**config.mk**
```make
export PLATFORM = sky130hd
export DESIGN_NAME = scps_top
export DESIGN_NICKNAME = d
export VERILOG_FILES = /design/src/scps_pkg.sv /design/src/scps_stat_bit.sv /design/src/scps_pin_io.sv /design/src/scps_top.sv
export VERILOG_INCLUDE_DIRS = /design/src /design/src/src
export SDC_FILE = /design/constraint.sdc
export NUM_CORES = 1
export LEC_CHECK = 0
export ABC_AREA = 0
export BUFFER_PORTS_ARGS = -buffer_cell sky130_fd_sc_hd__buf_2
export CAP_MARGIN = 20
export CORE_MARGIN = 1
export CORE_UTILIZATION = 60
export CTS_CLUSTER_SIZE = 30
export DETAILED_ROUTE_END_ITERATION = 16
export PLACE_DENSITY_LB_ADDON = 0.05
export SLEW_MARGIN = 0
export SYNTH_ARGS = -nofsm -noshare
export SYNTH_HDL_FRONTEND = slang
export SYNTH_SLANG_ARGS = --single-unit
```
**constraint.sdc**
```tcl
create_clock -name sys_clk -period 4.94 [get_ports sys_clk]
set_input_delay 0.988 -clock sys_clk [delete_from_list [all_inputs] [get_ports sys_clk]]
set_output_delay 0.988 -clock sys_clk [all_outputs]
set_load 0.01 [all_outputs]
```
**src/scps_params.svh**
```systemverilog
// constants for the status/control register and pin synchroniser block
// assumes an 8-bit register byte address and one 8-pin port
`ifndef SCPS_PARAMS_SVH
`define SCPS_PARAMS_SVH

`define SCPS_ADDR_W 8
`define SCPS_DATA_W 32
`define SCPS_NBITS 8
`define SCPS_NROUTE 16
`define SCPS_SEL_W 4
`define SCPS_NSUB 4
`define SCPS_NOE 4
`define SCPS_NPIN 8

`define SCPS_REG_CTRL 8'h00
`define SCPS_REG_STAT 8'h04
`define SCPS_REG_STAT_MODE 8'h08
`define SCPS_REG_STAT_SEL 8'h0c
`define SCPS_REG_CLK_CFG 8'h10
`define SCPS_REG_PIN_CFG 8'h14
`define SCPS_REG_IRQ_STAT 8'h18
`define SCPS_REG_IRQ_MASK 8'h1c

`define SCPS_CLK_FLD_W 4
`define SCPS_CLK_IDX_W 3
`define SCPS_CLK_USE_BIT 3

`define SCPS_OREG_LSB 0
`define SCPS_ISYNC_LSB 8
`define SCPS_OEMODE_LSB 16
`define SCPS_OEMODE_W 2

`define SCPS_RST_BYTE 8'h00
`define SCPS_RST_WORD 32'h0000_0000

`endif

```
**src/scps_pkg.sv**
```systemverilog
// types shared by the status/control and pin synchroniser files
// assumes scps_params.svh is on the include path
`include "scps_params.svh"

package scps_pkg;

  typedef logic [`SCPS_NBITS-1:0] scps_byte_t;
  typedef logic [`SCPS_NROUTE-1:0] scps_route_t;

  // how the four routed output enables map onto the eight pins
  typedef enum logic [`SCPS_OEMODE_W-1:0] {
    SCPS_OE_GANG1,
    SCPS_OE_GANG2,
    SCPS_OE_GANG4,
    SCPS_OE_INDIV
  } scps_oe_mode_t;

endpackage

```
**src/scps_stat_bit.sv**
```systemverilog
// one status bit: routing select, optional capture latch, clear on read
// assumes sources are on sys_clk and rd_clr is a one-cycle pulse
`timescale 1ns/1ps
`include "scps_params.svh"

module scps_stat_bit
  import scps_pkg::*;
(
  input wire logic sys_clk,
  input wire logic srst,
  input wire scps_route_t src,
  input wire logic [`SCPS_SEL_W-1:0] sel,
  input wire logic capture,
  input wire logic sample_en,
  input wire logic rd_clr,
  output logic val,
  output logic evt
);

  logic cap_r;
  logic cap_nxt;
  logic picked;
  logic set;

  assign picked = src[sel];
  assign set = capture & sample_en & picked;
  // set wins over the read clear so a pulse in the read cycle survives
  assign cap_nxt = set | (cap_r & ~rd_clr);
  assign evt = set & ~cap_r;
  assign val = capture ? cap_r : picked;

  always_ff @(posedge sys_clk) begin
    if (srst) begin
      cap_r <= 1'b0;
    end else begin
      cap_r <= cap_nxt;
    end
  end

endmodule

```
**src/scps_pin_io.sv**
```systemverilog
// one 8-pin port: optional output stage, optional input synchroniser,
// output-enable mapping; all stages on the master clock sys_clk
`timescale 1ns/1ps
`include "scps_params.svh"

module scps_pin_io
  import scps_pkg::*;
(
  input wire logic sys_clk,
  input wire logic srst,
  input wire scps_byte_t dout,
  input wire logic [`SCPS_NOE-1:0] oe_grp,
  input wire scps_oe_mode_t oe_mode,
  input wire scps_byte_t oreg_en,
  input wire scps_byte_t isync_en,
  input wire scps_byte_t pin_in,
  output scps_byte_t pin_out,
  output scps_byte_t pin_oe_n,
  output scps_byte_t din
);

  function automatic logic oe_of(input scps_oe_mode_t m, input logic [`SCPS_NOE-1:0] g, input int i);
    logic r;
    r = 1'b0;
    case (m)
      SCPS_OE_GANG1: r = g[0];
      SCPS_OE_GANG2: r = g[i/4];
      SCPS_OE_GANG4: r = g[i/2];
      SCPS_OE_INDIV: r = (i < `SCPS_NOE) ? g[i] : 1'b0;
      default: r = 1'b0;
    endcase
    return r;
  endfunction

  genvar i;
  generate
    for (i = 0; i < `SCPS_NPIN; i = i + 1) begin : g_pin
      logic oe_w;
      logic out_r;
      logic oe_r;
      logic s1_r;
      logic s2_r;

      assign oe_w = oe_of(oe_mode, oe_grp, i);

      always_ff @(posedge sys_clk) begin
        if (srst) begin
          out_r <= 1'b0;
          oe_r <= 1'b0;
          s1_r <= 1'b0;
          s2_r <= 1'b0;
        end else begin
          out_r <= dout[i];
          oe_r <= oe_w;
          s1_r <= pin_in[i];
          s2_r <= s1_r;
        end
      end

      // enable takes the same stage as data so the pin never glitches
      assign pin_out[i] = oreg_en[i] ? out_r : dout[i];
      assign pin_oe_n[i] = ~(oreg_en[i] ? oe_r : oe_w);
      // bypass is for pin-to-pin combinational paths only
      assign din[i] = isync_en[i] ? s2_r : pin_in[i];
    end
  endgenerate

endmodule

```
**src/scps_top.sv**
```systemverilog
// status/control register bank of a programmable logic cell with the
// routed pin stage of one 8-pin port
// assumes a plain register port on sys_clk and routed logic on sys_clk
`timescale 1ns/1ps
`include "scps_params.svh"

module scps_top
  import scps_pkg::*;
(
  input wire logic sys_clk,
  input wire logic srst,
  input wire logic [`SCPS_ADDR_W-1:0] reg_addr,
  input wire logic [`SCPS_DATA_W-1:0] reg_wdata,
  input wire logic reg_wr,
  input wire logic reg_rd,
  output logic [`SCPS_DATA_W-1:0] reg_rdata,
  input wire scps_route_t route_stat,
  output scps_byte_t ctrl_route,
  output logic [`SCPS_NSUB-1:0] sub_clk_en,
  input wire scps_byte_t rt_pin_out,
  input wire logic [`SCPS_NOE-1:0] rt_pin_oe,
  output scps_byte_t rt_pin_in,
  input wire scps_byte_t pin_in,
  output scps_byte_t pin_out,
  output scps_byte_t pin_oe_n,
  output logic irq
);

  localparam int SEL_BITS = `SCPS_NBITS * `SCPS_SEL_W;
  localparam int CLK_BITS = `SCPS_NSUB * `SCPS_CLK_FLD_W;
  localparam int PIN_BITS = `SCPS_OEMODE_LSB + `SCPS_OEMODE_W;
  localparam int SUB_SELF = `SCPS_NSUB - 1;

  // register storage
  scps_byte_t ctrl_r;
  scps_byte_t ctrl_nxt;
  scps_byte_t stat_mode_r;
  scps_byte_t stat_mode_nxt;
  logic [SEL_BITS-1:0] stat_sel_r;
  logic [SEL_BITS-1:0] stat_sel_nxt;
  logic [CLK_BITS-1:0] clk_cfg_r;
  logic [CLK_BITS-1:0] clk_cfg_nxt;
  logic [PIN_BITS-1:0] pin_cfg_r;
  logic [PIN_BITS-1:0] pin_cfg_nxt;
  scps_byte_t irq_stat_r;
  scps_byte_t irq_stat_nxt;
  scps_byte_t irq_mask_r;
  scps_byte_t irq_mask_nxt;
  logic [`SCPS_DATA_W-1:0] rdata_r;
  logic [`SCPS_DATA_W-1:0] rdata_nxt;
  logic [`SCPS_NSUB-1:0] clk_en_r;
  logic [`SCPS_NSUB-1:0] clk_en_nxt;
  logic irq_r;
  logic irq_nxt;

  // address decode, shared by write and read paths
  function automatic logic hit(input logic [`SCPS_ADDR_W-1:0] a, input logic [`SCPS_ADDR_W-1:0] off);
    return a == off;
  endfunction

  logic wr_ctrl;
  logic wr_mode;
  logic wr_sel;
  logic wr_clk;
  logic wr_pin;
  logic wr_istat;
  logic wr_imask;
  logic rd_stat;

  assign wr_ctrl = reg_wr & hit(reg_addr, `SCPS_REG_CTRL);
  assign wr_mode = reg_wr & hit(reg_addr, `SCPS_REG_STAT_MODE);
  assign wr_sel = reg_wr & hit(reg_addr, `SCPS_REG_STAT_SEL);
  assign wr_clk = reg_wr & hit(reg_addr, `SCPS_REG_CLK_CFG);
  assign wr_pin = reg_wr & hit(reg_addr, `SCPS_REG_PIN_CFG);
  assign wr_istat = reg_wr & hit(reg_addr, `SCPS_REG_IRQ_STAT);
  assign wr_imask = reg_wr & hit(reg_addr, `SCPS_REG_IRQ_MASK);
  // a write to the status offset is ignored: the register is read-only
  assign rd_stat = reg_rd & hit(reg_addr, `SCPS_REG_STAT);

  assign ctrl_nxt = wr_ctrl ? reg_wdata[`SCPS_NBITS-1:0] : ctrl_r;
  assign stat_mode_nxt = wr_mode ? reg_wdata[`SCPS_NBITS-1:0] : stat_mode_r;
  assign stat_sel_nxt = wr_sel ? reg_wdata[SEL_BITS-1:0] : stat_sel_r;
  assign clk_cfg_nxt = wr_clk ? reg_wdata[CLK_BITS-1:0] : clk_cfg_r;
  assign pin_cfg_nxt = wr_pin ? reg_wdata[PIN_BITS-1:0] : pin_cfg_r;
  assign irq_mask_nxt = wr_imask ? reg_wdata[`SCPS_NBITS-1:0] : irq_mask_r;

  // clock enables: each sub-block picks a control bit or runs freely
  logic [`SCPS_NSUB-1:0] en_w;
  genvar s;
  generate
    for (s = 0; s < `SCPS_NSUB; s = s + 1) begin : g_sub
      logic [`SCPS_CLK_FLD_W-1:0] fld;
      logic [`SCPS_CLK_IDX_W-1:0] idx;
      logic use_ctrl;
      assign fld = clk_cfg_r[s*`SCPS_CLK_FLD_W +: `SCPS_CLK_FLD_W];
      assign idx = fld[`SCPS_CLK_IDX_W-1:0];
      assign use_ctrl = fld[`SCPS_CLK_USE_BIT];
      assign en_w[s] = use_ctrl ? ctrl_r[idx] : 1'b1;
    end
  endgenerate

  assign clk_en_nxt = en_w;

  // status bits
  scps_byte_t stat_val;
  scps_byte_t stat_evt;
  logic self_en;

  // status capture obeys the status/control block's own selected enable; register writes and direct status bits do not
  assign self_en = clk_en_r[SUB_SELF];

  genvar b;
  generate
    for (b = 0; b < `SCPS_NBITS; b = b + 1) begin : g_stat
      scps_stat_bit u_bit (
        .sys_clk(sys_clk),
        .srst(srst),
        .src(route_stat),
        .sel(stat_sel_r[b*`SCPS_SEL_W +: `SCPS_SEL_W]),
        .capture(stat_mode_r[b]),
        .sample_en(self_en),
        .rd_clr(rd_stat),
        .val(stat_val[b]),
        .evt(stat_evt[b])
      );
    end
  endgenerate

  // interrupt status: write one to clear, a new event in the same cycle wins
  scps_byte_t istat_clr;
  assign istat_clr = wr_istat ? reg_wdata[`SCPS_NBITS-1:0] : `SCPS_RST_BYTE;
  assign irq_stat_nxt = stat_evt | (irq_stat_r & ~istat_clr);
  assign irq_nxt = |(irq_stat_nxt & irq_mask_r);

  // read mux; unmapped offsets answer zero
  logic [`SCPS_DATA_W-1:0] rd_mux;
  always_comb begin
    rd_mux = `SCPS_RST_WORD;
    case (reg_addr)
      `SCPS_REG_CTRL: rd_mux[`SCPS_NBITS-1:0] = ctrl_r;
      `SCPS_REG_STAT: rd_mux[`SCPS_NBITS-1:0] = stat_val;
      `SCPS_REG_STAT_MODE: rd_mux[`SCPS_NBITS-1:0] = stat_mode_r;
      `SCPS_REG_STAT_SEL: rd_mux[SEL_BITS-1:0] = stat_sel_r;
      `SCPS_REG_CLK_CFG: rd_mux[CLK_BITS-1:0] = clk_cfg_r;
      `SCPS_REG_PIN_CFG: rd_mux[PIN_BITS-1:0] = pin_cfg_r;
      `SCPS_REG_IRQ_STAT: rd_mux[`SCPS_NBITS-1:0] = irq_stat_r;
      `SCPS_REG_IRQ_MASK: rd_mux[`SCPS_NBITS-1:0] = irq_mask_r;
      default: rd_mux = `SCPS_RST_WORD;
    endcase
  end

  // data stands only in the cycle after the strobe
  assign rdata_nxt = reg_rd ? rd_mux : `SCPS_RST_WORD;

  // one short process per register; every one clears on srst
  always_ff @(posedge sys_clk) begin
    if (srst) begin
      ctrl_r <= `SCPS_RST_BYTE;
    end else begin
      ctrl_r <= ctrl_nxt;
    end
  end

  // capture selects, one bit per status bit
  always_ff @(posedge sys_clk) begin
    if (srst) begin
      stat_mode_r <= `SCPS_RST_BYTE;
    end else begin
      stat_mode_r <= stat_mode_nxt;
    end
  end

  // four select bits per status bit into the routed sources
  always_ff @(posedge sys_clk) begin
    if (srst) begin
      stat_sel_r <= '0;
    end else begin
      stat_sel_r <= stat_sel_nxt;
    end
  end

  // cleared config means every sub-block runs freely after reset
  always_ff @(posedge sys_clk) begin
    if (srst) begin
      clk_cfg_r <= '0;
    end else begin
      clk_cfg_r <= clk_cfg_nxt;
    end
  end

  // cleared config leaves all pins in bypass and ganged on one enable
  always_ff @(posedge sys_clk) begin
    if (srst) begin
      pin_cfg_r <= '0;
    end else begin
      pin_cfg_r <= pin_cfg_nxt;
    end
  end

  always_ff @(posedge sys_clk) begin
    if (srst) begin
      irq_stat_r <= `SCPS_RST_BYTE;
    end else begin
      irq_stat_r <= irq_stat_nxt;
    end
  end

  always_ff @(posedge sys_clk) begin
    if (srst) begin
      irq_mask_r <= `SCPS_RST_BYTE;
    end else begin
      irq_mask_r <= irq_mask_nxt;
    end
  end

  always_ff @(posedge sys_clk) begin
    if (srst) begin
      rdata_r <= `SCPS_RST_WORD;
    end else begin
      rdata_r <= rdata_nxt;
    end
  end

  // enables are registered so a control write reaches them one cycle later
  always_ff @(posedge sys_clk) begin
    if (srst) begin
      clk_en_r <= '0;
    end else begin
      clk_en_r <= clk_en_nxt;
    end
  end

  always_ff @(posedge sys_clk) begin
    if (srst) begin
      irq_r <= 1'b0;
    end else begin
      irq_r <= irq_nxt;
    end
  end

  assign reg_rdata = rdata_r;
  assign ctrl_route = ctrl_r;
  assign sub_clk_en = clk_en_r;
  assign irq = irq_r;

  // pin side: 8 data out, 8 data in and 4 enables per port
  scps_oe_mode_t oe_mode;
  assign oe_mode = scps_oe_mode_t'(pin_cfg_r[`SCPS_OEMODE_LSB +: `SCPS_OEMODE_W]);

  scps_pin_io u_pins (
    .sys_clk(sys_clk),
    .srst(srst),
    .dout(rt_pin_out),
    .oe_grp(rt_pin_oe),
    .oe_mode(oe_mode),
    .oreg_en(pin_cfg_r[`SCPS_OREG_LSB +: `SCPS_NPIN]),
    .isync_en(pin_cfg_r[`SCPS_ISYNC_LSB +: `SCPS_NPIN]),
    .pin_in(pin_in),
    .pin_out(pin_out),
    .pin_oe_n(pin_oe_n),
    .din(rt_pin_in)
  );

endmodule

```
==> results of run 1 <==
## registers in the layout (all words and copies together) (netlist names)
signal,count
irq,1
u_pins.g_pin.s1_r,8
u_pins.g_pin.out_r,8
irq_mask_r,8
stat_sel_r,32
stat_mode_r,8
ctrl_route,8
pin_cfg_r,18
u_pins.g_pin.s2_r,8
reg_rdata,32
u_pins.g_pin.oe_r,6
g_stat.u_bit.cap_r,8
clk_cfg_r,16
sub_clk_en,4
irq_stat_r,8
## placed cells by master, fill, tap and decap left out, types with 6 or more instances in the layout
master,count
nand3_1,24
clkbuf_16,17
nand2_1,164
buf_2,147
nand4_1,8
buf_4,8
nand2b_1,9
a32o_1,8
mux2i_1,37
mux2_2,17
a22o_1,10
a21oi_1,106
o211ai_1,8
dfxtp_1,173
mux4_1,6
nor2b_1,49
a22oi_1,14
mux4_2,42
and2_1,20
nor2_1,36
## report_power, final
part           internal (W)  switching (W)  leakage, nW
Clock              0.000773       0.000571        0.283
Sequential          0.00141     0.00000703         1.40
Combinational     0.0000749       0.000106         1.75
## layer usage
layer | vias to the layer above | routed length (um)
met5 | - | 0
met4 | 0 | 454
met3 | 41 | 2115
met2 | 401 | 10550
met1 | 3288 | 8939
li1 | 3161 | -
## metrics by stage
| stage | std cells | cell area [sq um] | setup WS [ns] | utilization [%] | power (W) |
|---|---|---|---|---|---|
| floorplan | 816 | 7881 | 2.300 | - | 0.001531 |
| global placement | 1087 | 8645 | 1.678 | 67.95 | 0.001617 |
| detailed placement | 1087 | 8645 | 1.636 | 67.95 | 0.001623 |
| CTS | 1118 | 9236 | 2.064 | 72.60 | 0.002944 |
| global route | 1118 | 9236 | 1.906 | 72.60 | 0.003021 |
| finish | 1118 | 9236 | 1.973 | 72.60 | 0.002941 |
## critical path, stage by stage
cell	delay, ns
buf_2	0.24
nor4b_2	0.86
and2_1	0.44
nand2_1	0.38
mux2i_1	0.29
nor2_1	0.06
## layout make-up
cell class / instances / area, sq um / area share (%)
Clock inverter: 12 / 138.9 / 1.504
Multi-Input combinational cell: 586 / 4167 / 45.11
Inverter: 1 / 3.754 / 0.04064
Tap cell: 172 / 215.2 / 2.330
Timing Repair Buffer: 155 / 795.8 / 8.616
Sequential cell: 173 / 3463 / 37.50
Clock buffer: 19 / 452.9 / 4.904
## cells by family after synthesis
| logic type | count (synthesis) | share of synthesized area [%] |
|---|---|---|
| AO/OA/AOI/OAI | 160 | 12.53 |
| buffers and inverters | 57 | 3.191 |
| multiplexers | 102 | 21.13 |
| flip-flops | 173 | 43.94 |
| AND/OR/NAND/NOR | 324 | 19.21 |
## worst paths after layout
kind / start / endpoint / slack (ns) / cells past startpoint
max: reg_addr[2] / stat_mode_r[0] / 1.97 / 6
max reg2reg: stat_sel_r[2] / irq / 2.39 / 5
min: u_pins.g_pin[6].s1_r / u_pins.g_pin[6].s2_r / 0.45 / 1
min reg2reg: u_pins.g_pin[6].s1_r / u_pins.g_pin[6].s2_r / 0.45 / 1
==> flow_metrics.env, run 1 <==
export IMPL_yosysMostFrequentCell="dfxtp_1"
export IMPL_fillers=1032
export IMPL_crit_arrival_ns=3.26
export IMPL_clk_latency_ns=0.43
export IMPL_die_y_um=116.6
export IMPL_syn_nets=896
export IMPL_synth_edf_count=0
export IMPL_synthToLayoutAreaGrowth_pct=17.19
export IMPL_drv_cap=0
export IMPL_relSlewSlack_pct=39.73
export IMPL_grt_pass1_vias=6439
export IMPL_floorplan_initialDensity_pct=61.95
export IMPL_io_buffers=148
export IMPL_worst_slew_pin_transition_ns=0.9018
export IMPL_drt_initial_drc_count=783
export IMPL_cts_resized=0
export IMPL_grt_pass1_wl_um=33930
export IMPL_synth_main_ff_cell="dfxtp_1"
export IMPL_synth_seq_cells=173
export IMPL_synth_area_leaders="dfxtp_1 44%, mux4_2 12%, nand2_1 7.8%"
export IMPL_synthCells=816
export IMPL_p_per_area_nw_per_um2=318.4
export IMPL_cts_hold_buf=0
export IMPL_rows=41
export IMPL_syn_avg_cell_area_sq_um=9.658
export IMPL_period_share_pct=60.07
export IMPL_synth_cell_area_sq_um=7881
export IMPL_drc=0
export IMPL_drive_above_1_share_pct=26.32
export IMPL_finalSetupViolCount=0
export IMPL_use_met2_pct=52.82
export IMPL_cts_setup_buffers=0
export IMPL_dr_total_vias=6891
export IMPL_core_area_sq_um=12720
export IMPL_cp_required_ns=5.23
export IMPL_worstPathMaxFanout=21
export IMPL_grt_max_degree=83
export IMPL_hold_slack_ns=0.4465
export IMPL_ios=149
export IMPL_maxSlewViolCount=0
export IMPL_p_leak_nw=3.433
export IMPL_grtUsageMet1_pct=44.92
export IMPL_dieArea_sq_um=13600
export IMPL_gr_total_overflow=0
export IMPL_synth_cell_types=36
export IMPL_ir_drop_uv=232.8
export IMPL_dp_hpwl_um=15200
export IMPL_yosys_area_top_type_share_pct=43.94
export IMPL_ys_seq_area_share_pct=43.94
export IMPL_htreeDepth=4
export IMPL_yosys_warnings=0
export IMPL_async_reset_ff_share_pct=0
export IMPL_ant_nets=0
export IMPL_numCtsBuffers=17
export IMPL_firstDrtPassIters=5
export IMPL_vias_per_cell=6.164
export IMPL_hp_class="reg2reg"
export IMPL_cp_start_kind="input pin"
export IMPL_synth_top_cell_by_area="dfxtp_1"
export IMPL_globalRoute_busiestLayer="met2"
export IMPL_routedWlPerCell_um=19.73
export IMPL_fin_nets=1014
export IMPL_worstSetupPathType="in2reg"
export IMPL_cts_max_path_buffers=2
export IMPL_clkTransAtPathRegs_ns=0.06
export IMPL_antenna_found_initial=0
export IMPL_hold_violations=0
export IMPL_outcome="complete, no violations"
export IMPL_grt_use_met3_pct=8.251
export IMPL_crit_path_end_kind="register"
export IMPL_period_needed_ns=2.967
export IMPL_gp_congestion=0.9235
export IMPL_dieWidth_um=116.6
export IMPL_grt_usage_pct=33.52
export IMPL_drt_total_wl_um=22060
export IMPL_root_buffer="clkbuf_16"
export IMPL_fin_skew_ns=0.006078
export IMPL_yosys_top_cells_count="173 x dfxtp_1, 164 x nand2_1, 106 x a21oi_1, 49 x nor2b_1, 42 x mux4_2"
export IMPL_rsz0062_at_grt="no"
export IMPL_diodes=0
export IMPL_cts_sinks=173
export IMPL_setup_total_negative_slack_ns=0
export IMPL_fmax_mhz=337.0
export IMPL_cts_tree="yes"
Note: power is estimated with default switching activity, not from simulation.
==> run 2: changes to the inputs <==
--- a/config.mk
+++ b/config.mk
@@ -10,7 +10,7 @@
 export BUFFER_PORTS_ARGS = -buffer_cell sky130_fd_sc_hd__buf_2
 export CAP_MARGIN = 20
 export CORE_MARGIN = 1
-export CORE_UTILIZATION = 60
+export CORE_UTILIZATION = 56
 export CTS_CLUSTER_SIZE = 30
 export DETAILED_ROUTE_END_ITERATION = 16
 export PLACE_DENSITY_LB_ADDON = 0.05
==> constraint.sdc (replaced) <==
create_clock -name sys_clk -period 3.1 [get_ports sys_clk]
set_input_delay 0.62 -clock sys_clk [delete_from_list [all_inputs] [get_ports sys_clk]]
set_output_delay 0.62 -clock sys_clk [all_outputs]
set_load 0.01 [all_outputs]
==> run 2 against run 1 <==
Effect of this change: combinational power is 59% higher; clock power grew 60%; setup slack worse by 1.3 ns; utilization is 3.7 points lower; critical path type is now reg2reg; critical endpoint is now irq; largest cell class unchanged.
==> flow_metrics.env, run 2 (same netlist as run 1, synthesis figures left out) <==
export IMPL_ant_nets=0
export IMPL_grt_max_degree=142
export IMPL_dr_total_vias=6898
export IMPL_clkTransAtPathRegs_ns=0.07
export IMPL_fin_nets=1020
export IMPL_numCtsBuffers=17
export IMPL_worstPathMaxFanout=6
export IMPL_gr_total_overflow=0
export IMPL_diodes=0
export IMPL_worstSetupPathType="reg2reg"
export IMPL_ios=149
export IMPL_rows=42
export IMPL_hp_class="in2reg"
export IMPL_critPathTopFamily="multiplexers"
export IMPL_hold_slack_ns=0.4159
export IMPL_dieWidth_um=120.6
export IMPL_path_cells="mux4_1, mux4_2, a32o_1, a22oi_1, a41oi_1"
export IMPL_gp_congestion=0.9063
export IMPL_dp_hpwl_um=15730
export IMPL_hold_violations=0
export IMPL_core_area_sq_um=13510
export IMPL_crit_slowest_cell="mux4_1"
export IMPL_crit_path_end_kind="register"
export IMPL_cts_sinks=173
export IMPL_fin_skew_ns=0.007839
export IMPL_fillers=1037
export IMPL_antenna_found_initial=0
export IMPL_synthToLayoutAreaGrowth_pct=18.03
export IMPL_drc=0
export IMPL_cts_hold_buf=0
export IMPL_p_leak_nw=3.473
export IMPL_drt_initial_drc_count=585
export IMPL_cts_setup_buffers=0
export IMPL_final_cell_mix="173 x dfxtp_1, 164 x nand2_1, 147 x buf_2"
export IMPL_clk_latency_ns=0.42
export IMPL_cp_start_kind="register"
export IMPL_cp_num_buf_inv=0
export IMPL_finalSetupViolCount=0
export IMPL_relSlewSlack_pct=56.16
export IMPL_vias_per_cell=6.110
export IMPL_cts_max_path_buffers=2
export IMPL_maxSlewViolCount=0
export IMPL_outcome="complete, no violations"
export IMPL_ir_drop_uv=445.3
export IMPL_worst_slew_pin_transition_ns=0.6577
export IMPL_die_y_um=120.6
export IMPL_cp_slowest_stage_delay_ns=0.61
export IMPL_firstDrtPassIters=5
export IMPL_p_per_area_nw_per_um2=504.5
export IMPL_drive_above_1_share_pct=26.76
export IMPL_crit_arrival_ns=2.73
export IMPL_period_share_pct=79.15
export IMPL_setup_total_negative_slack_ns=0
export IMPL_drt_total_wl_um=22470
export IMPL_cp_required_ns=3.37
export IMPL_layout_commonest_cell="dfxtp_1"
export IMPL_rsz0062_at_grt="no"
export IMPL_io_buffers=148
export IMPL_grt_usage_pct=31.39
export IMPL_fmax_mhz=407.5
export IMPL_cts_resized=0
export IMPL_dieArea_sq_um=14550
export IMPL_routedWlPerCell_um=19.90
export IMPL_htreeDepth=4
export IMPL_floorplan_initialDensity_pct=58.36
export IMPL_grt_pass1_vias=6373
export IMPL_grt_pass1_wl_um=34600
export IMPL_drv_cap=0
export IMPL_period_needed_ns=2.454
export IMPL_cts_tree="yes"
export IMPL_root_buffer="clkbuf_16"
==> run 2: path summary, 6_finish.rpt <==
| check | from | end | slack, ns | cells past startpoint |
|---|---|---|---|---|
| max | stat_sel_r[2] | irq | 0.65 | 5 |
| min | pin_in[4] | u_pins.g_pin[4].s1_r | 0.42 | 2 |
| max reg2reg | stat_sel_r[2] | irq | 0.65 | 5 |
| min reg2reg | u_pins.g_pin[6].s1_r | u_pins.g_pin[6].s2_r | 0.45 | 1 |
==> run 2: metrics by stage <==
| step | cells | area (sq um) | worst slack [ns] | power (W) | utilization (%) |
|---|---|---|---|---|---|
| finish | 1129 | 9303 | 0.6463 | 0.004693 | 68.88 |
| global route | 1129 | 9303 | 0.5205 | 0.004824 | 68.88 |
| CTS | 1129 | 9303 | 0.6550 | 0.004714 | 68.88 |
| detailed placement | 1097 | 8707 | 0.4743 | 0.002588 | 64.47 |
| global placement | 1097 | 8707 | 0.5389 | 0.002580 | 64.47 |
| floorplan | 816 | 7881 | 0.8279 | 0.002440 | - |
==> run 2: cell type report <==
type | count | area (sq um) | share of cell area [%]
Sequential cell | 173 | 3463 | 37.23
Clock buffer | 19 | 442.9 | 4.761
Tap cell | 176 | 220.2 | 2.367
Clock inverter | 13 | 152.6 | 1.641
Inverter | 1 | 3.754 | 0.04035
Multi-Input combinational cell | 586 | 4167 | 44.79
Timing Repair Buffer | 161 | 853.3 | 9.173
==> run 2: layer usage <==
metal	global-route usage (%)	share of wire (%)	vias to the layer above
met5	0	0	-
li1	-	-	3180
met2	49.96	47	371
met3	7.736	8.7	45
met4	12.27	2.6	0
met1	41.13	41	3302
==> run 2: where the power goes <==
part           internal [W]  total [W]  switching, W
Sequential          0.00225    0.00226     0.0000109
Clock               0.00123    0.00215      0.000922
Combinational      0.000123   0.000287      0.000164
==> run 3: changes to the inputs <==
--- a/config.mk
+++ b/config.mk
@@ -10,7 +10,7 @@
 export BUFFER_PORTS_ARGS = -buffer_cell sky130_fd_sc_hd__buf_2
 export CAP_MARGIN = 20
 export CORE_MARGIN = 1
-export CORE_UTILIZATION = 56
+export CORE_UTILIZATION = 50
 export CTS_CLUSTER_SIZE = 30
 export DETAILED_ROUTE_END_ITERATION = 16
 export PLACE_DENSITY_LB_ADDON = 0.05
==> constraint.sdc (replaced) <==
create_clock -name sys_clk -period 2.08 [get_ports sys_clk]
set_input_delay 0.416 -clock sys_clk [delete_from_list [all_inputs] [get_ports sys_clk]]
set_output_delay 0.416 -clock sys_clk [all_outputs]
set_load 0.01 [all_outputs]
==> run 3 against run 2 <==
Effect of this change: the flow now finishes with violations (setup timing); non-clock buffer count grew 42; die area is 12% higher; combinational power is 61% higher; first-iteration DRC count decreased by 10%; clock skew increased by 0.0055 ns; power grew 52%; via count is 0.30% lower; largest cell class unchanged; highest routed layer unchanged.
==> flow_metrics.env, run 3 (same netlist as run 1, synthesis figures left out) <==
export IMPL_sequentialPowerShare_pct=47.0
export IMPL_worst_slew_pin_transition_ns=0.6302
export IMPL_hp_class="in2reg"
export IMPL_firstDrtPassIters=5
export IMPL_path_cells="mux4_2, mux4_2, a32o_2, a22oi_2, a41oi_1"
export IMPL_ant_nets=0
export IMPL_globalRoute_busiestLayer="met2"
export IMPL_routedWlPerCell_um=19.46
export IMPL_floorplan_initialDensity_pct=51.46
export IMPL_p_sw_w=0.001753
export IMPL_internal_power_w=0.005373
export IMPL_comb_power_share_pct=6.5
export IMPL_cp_start_kind="register"
export IMPL_crit_arrival_ns=2.44
export IMPL_period_share_pct=103.9
export IMPL_grt_usage_pct=30.18
export IMPL_cts_sinks=173
export IMPL_worstSetupPathType="reg2reg"
export IMPL_period_needed_ns=2.161
export IMPL_numCtsBuffers=17
export IMPL_die_y_um=127.6
export IMPL_htreeDepth=4
export IMPL_grtUsageMet1_pct=41.48
export IMPL_p_leak_nw=3.725
export IMPL_vias_per_cell=5.702
export IMPL_dieWidth_um=127.6
export IMPL_drt_initial_drc_count=526
export IMPL_gp_congestion=0.9384
export IMPL_cts_max_path_buffers=2
export IMPL_r2r_slack_ns=-0.08
export IMPL_clkTransAtPathRegs_ns=0.07
export IMPL_crit_path_end_kind="register"
export IMPL_worst_slack_ns=-0.08130
export IMPL_ir_drop_uv=610.5
export IMPL_cp_slowest_stage_delay_ns=0.54
export IMPL_dieArea_sq_um=16270
export IMPL_relSlewSlack_pct=57.99
export IMPL_p_per_area_nw_per_um2=730.2
export IMPL_drive_above_1_share_pct=32.16
export IMPL_critPathMostFrequentCell="mux4_2"
export IMPL_grt_pass1_wl_um=37100
export IMPL_fmax_mhz=462.7
export IMPL_worstPathMaxFanout=5
export IMPL_finalSetupViolCount=4
export IMPL_startpoint="stat_sel_r[2]"
export IMPL_ios=149
export IMPL_grt_pass1_vias=6693
export IMPL_hold_path_startpoint="pin_in[7]"
export IMPL_clk_latency_ns=0.44
export IMPL_swShare_pct=24.60
export IMPL_rows=45
export IMPL_power_w=0.007126
export IMPL_hold_slack_ns=0.2093
export IMPL_grt_max_degree=142
export IMPL_layout_commonest_cell="nand2_1"
export IMPL_maxSlewViolCount=0
export IMPL_core_area_sq_um=15310
export IMPL_root_buffer="clkbuf_16"
export IMPL_cp_num_buf_inv=0
export IMPL_cts_tree="yes"
export IMPL_dp_hpwl_um=16650
export IMPL_io_buffers=148
export IMPL_p_clk_share_pct=46.5
export IMPL_gr_total_overflow=0
export IMPL_final_cell_mix="164 x nand2_1, 163 x dfxtp_1, 147 x buf_2"
export IMPL_rsz0062_at_grt="yes"
export IMPL_use_met2_pct=48.54
export IMPL_drt_total_wl_um=23470
export IMPL_cts_hold_buf=0
export IMPL_synthToLayoutAreaGrowth_pct=23.81
export IMPL_antenna_found_initial=0
export IMPL_fin_skew_ns=0.01339
export IMPL_dr_total_vias=6877
export IMPL_outcome="finished, violations left"
export IMPL_drv_cap=0
export IMPL_critPathTopFamily="multiplexers"
export IMPL_violations="setup timing"
export IMPL_cp_required_ns=2.36
export IMPL_diodes=0
export IMPL_setup_total_negative_slack_ns=-0.2028
export IMPL_pre_cts_ws_ns=-0.2639
export IMPL_fin_nets=1062
export IMPL_crit_slowest_cell="mux4_2"
export IMPL_fillers=1315
export IMPL_hold_violations=0
export IMPL_grt_use_met3_pct=5.695
export IMPL_r2r_start="stat_sel_r[2]"
export IMPL_drc=0
run 3: path summary, 6_finish.rpt:
kind                           to  cells past startpoint
max                           irq                      5
min          u_pins.g_pin[7].s1_r                      2
max reg2reg                   irq                      5
min reg2reg  u_pins.g_pin[3].s2_r                      1
run 3: per-stage QoR:
step / std cells / utilization, % / cell area [sq um]
after global placement: 1172 / 59.12 / 9054
after CTS: 1205 / 63.59 / 9738
after floorplan: 816 / - / 7873
final: 1206 / 63.72 / 9758
after global routing: 1206 / 63.72 / 9758
after detailed placement: 1172 / 59.12 / 9054
run 3: cell type report:
type	count	area, sq um	share of cell area (%)
Multi-Input combinational cell	586	4163	42.66
Tap cell	211	264.0	2.705
Clock inverter	15	191.4	1.962
Clock buffer	17	425.4	4.360
Sequential cell	173	3498	35.85
Inverter	1	3.754	0.03847
Timing Repair Buffer	203	1212	12.42
run 3: repair_timing:
| item | 4_1_cts | 5_1_grt |
|---|---|---|
| setup buffers | 1 | 1 |
| gates resized for setup | 25 | 6 |
| pin swaps | 9 | 9 |
| setup endpoints to repair | 24 | 14 |
run 3: power groups by stage:
stage	clock network, W	registers (W)	logic, W
after floorplan	0	0.00343	0.000206
after global placement	0	0.00344	0.000443
after detailed placement	0	0.00344	0.000452
after CTS	0.00337	0.00335	0.000456
after global routing	0.00352	0.00335	0.000496
final	0.00331	0.00335	0.000463
run 3: routing by layer:
metal	part of all wire, %	wire length (um)
met2	47	11150
met1	44	10380
met3	6.6	1547
met4	1.7	395
met5	0	0
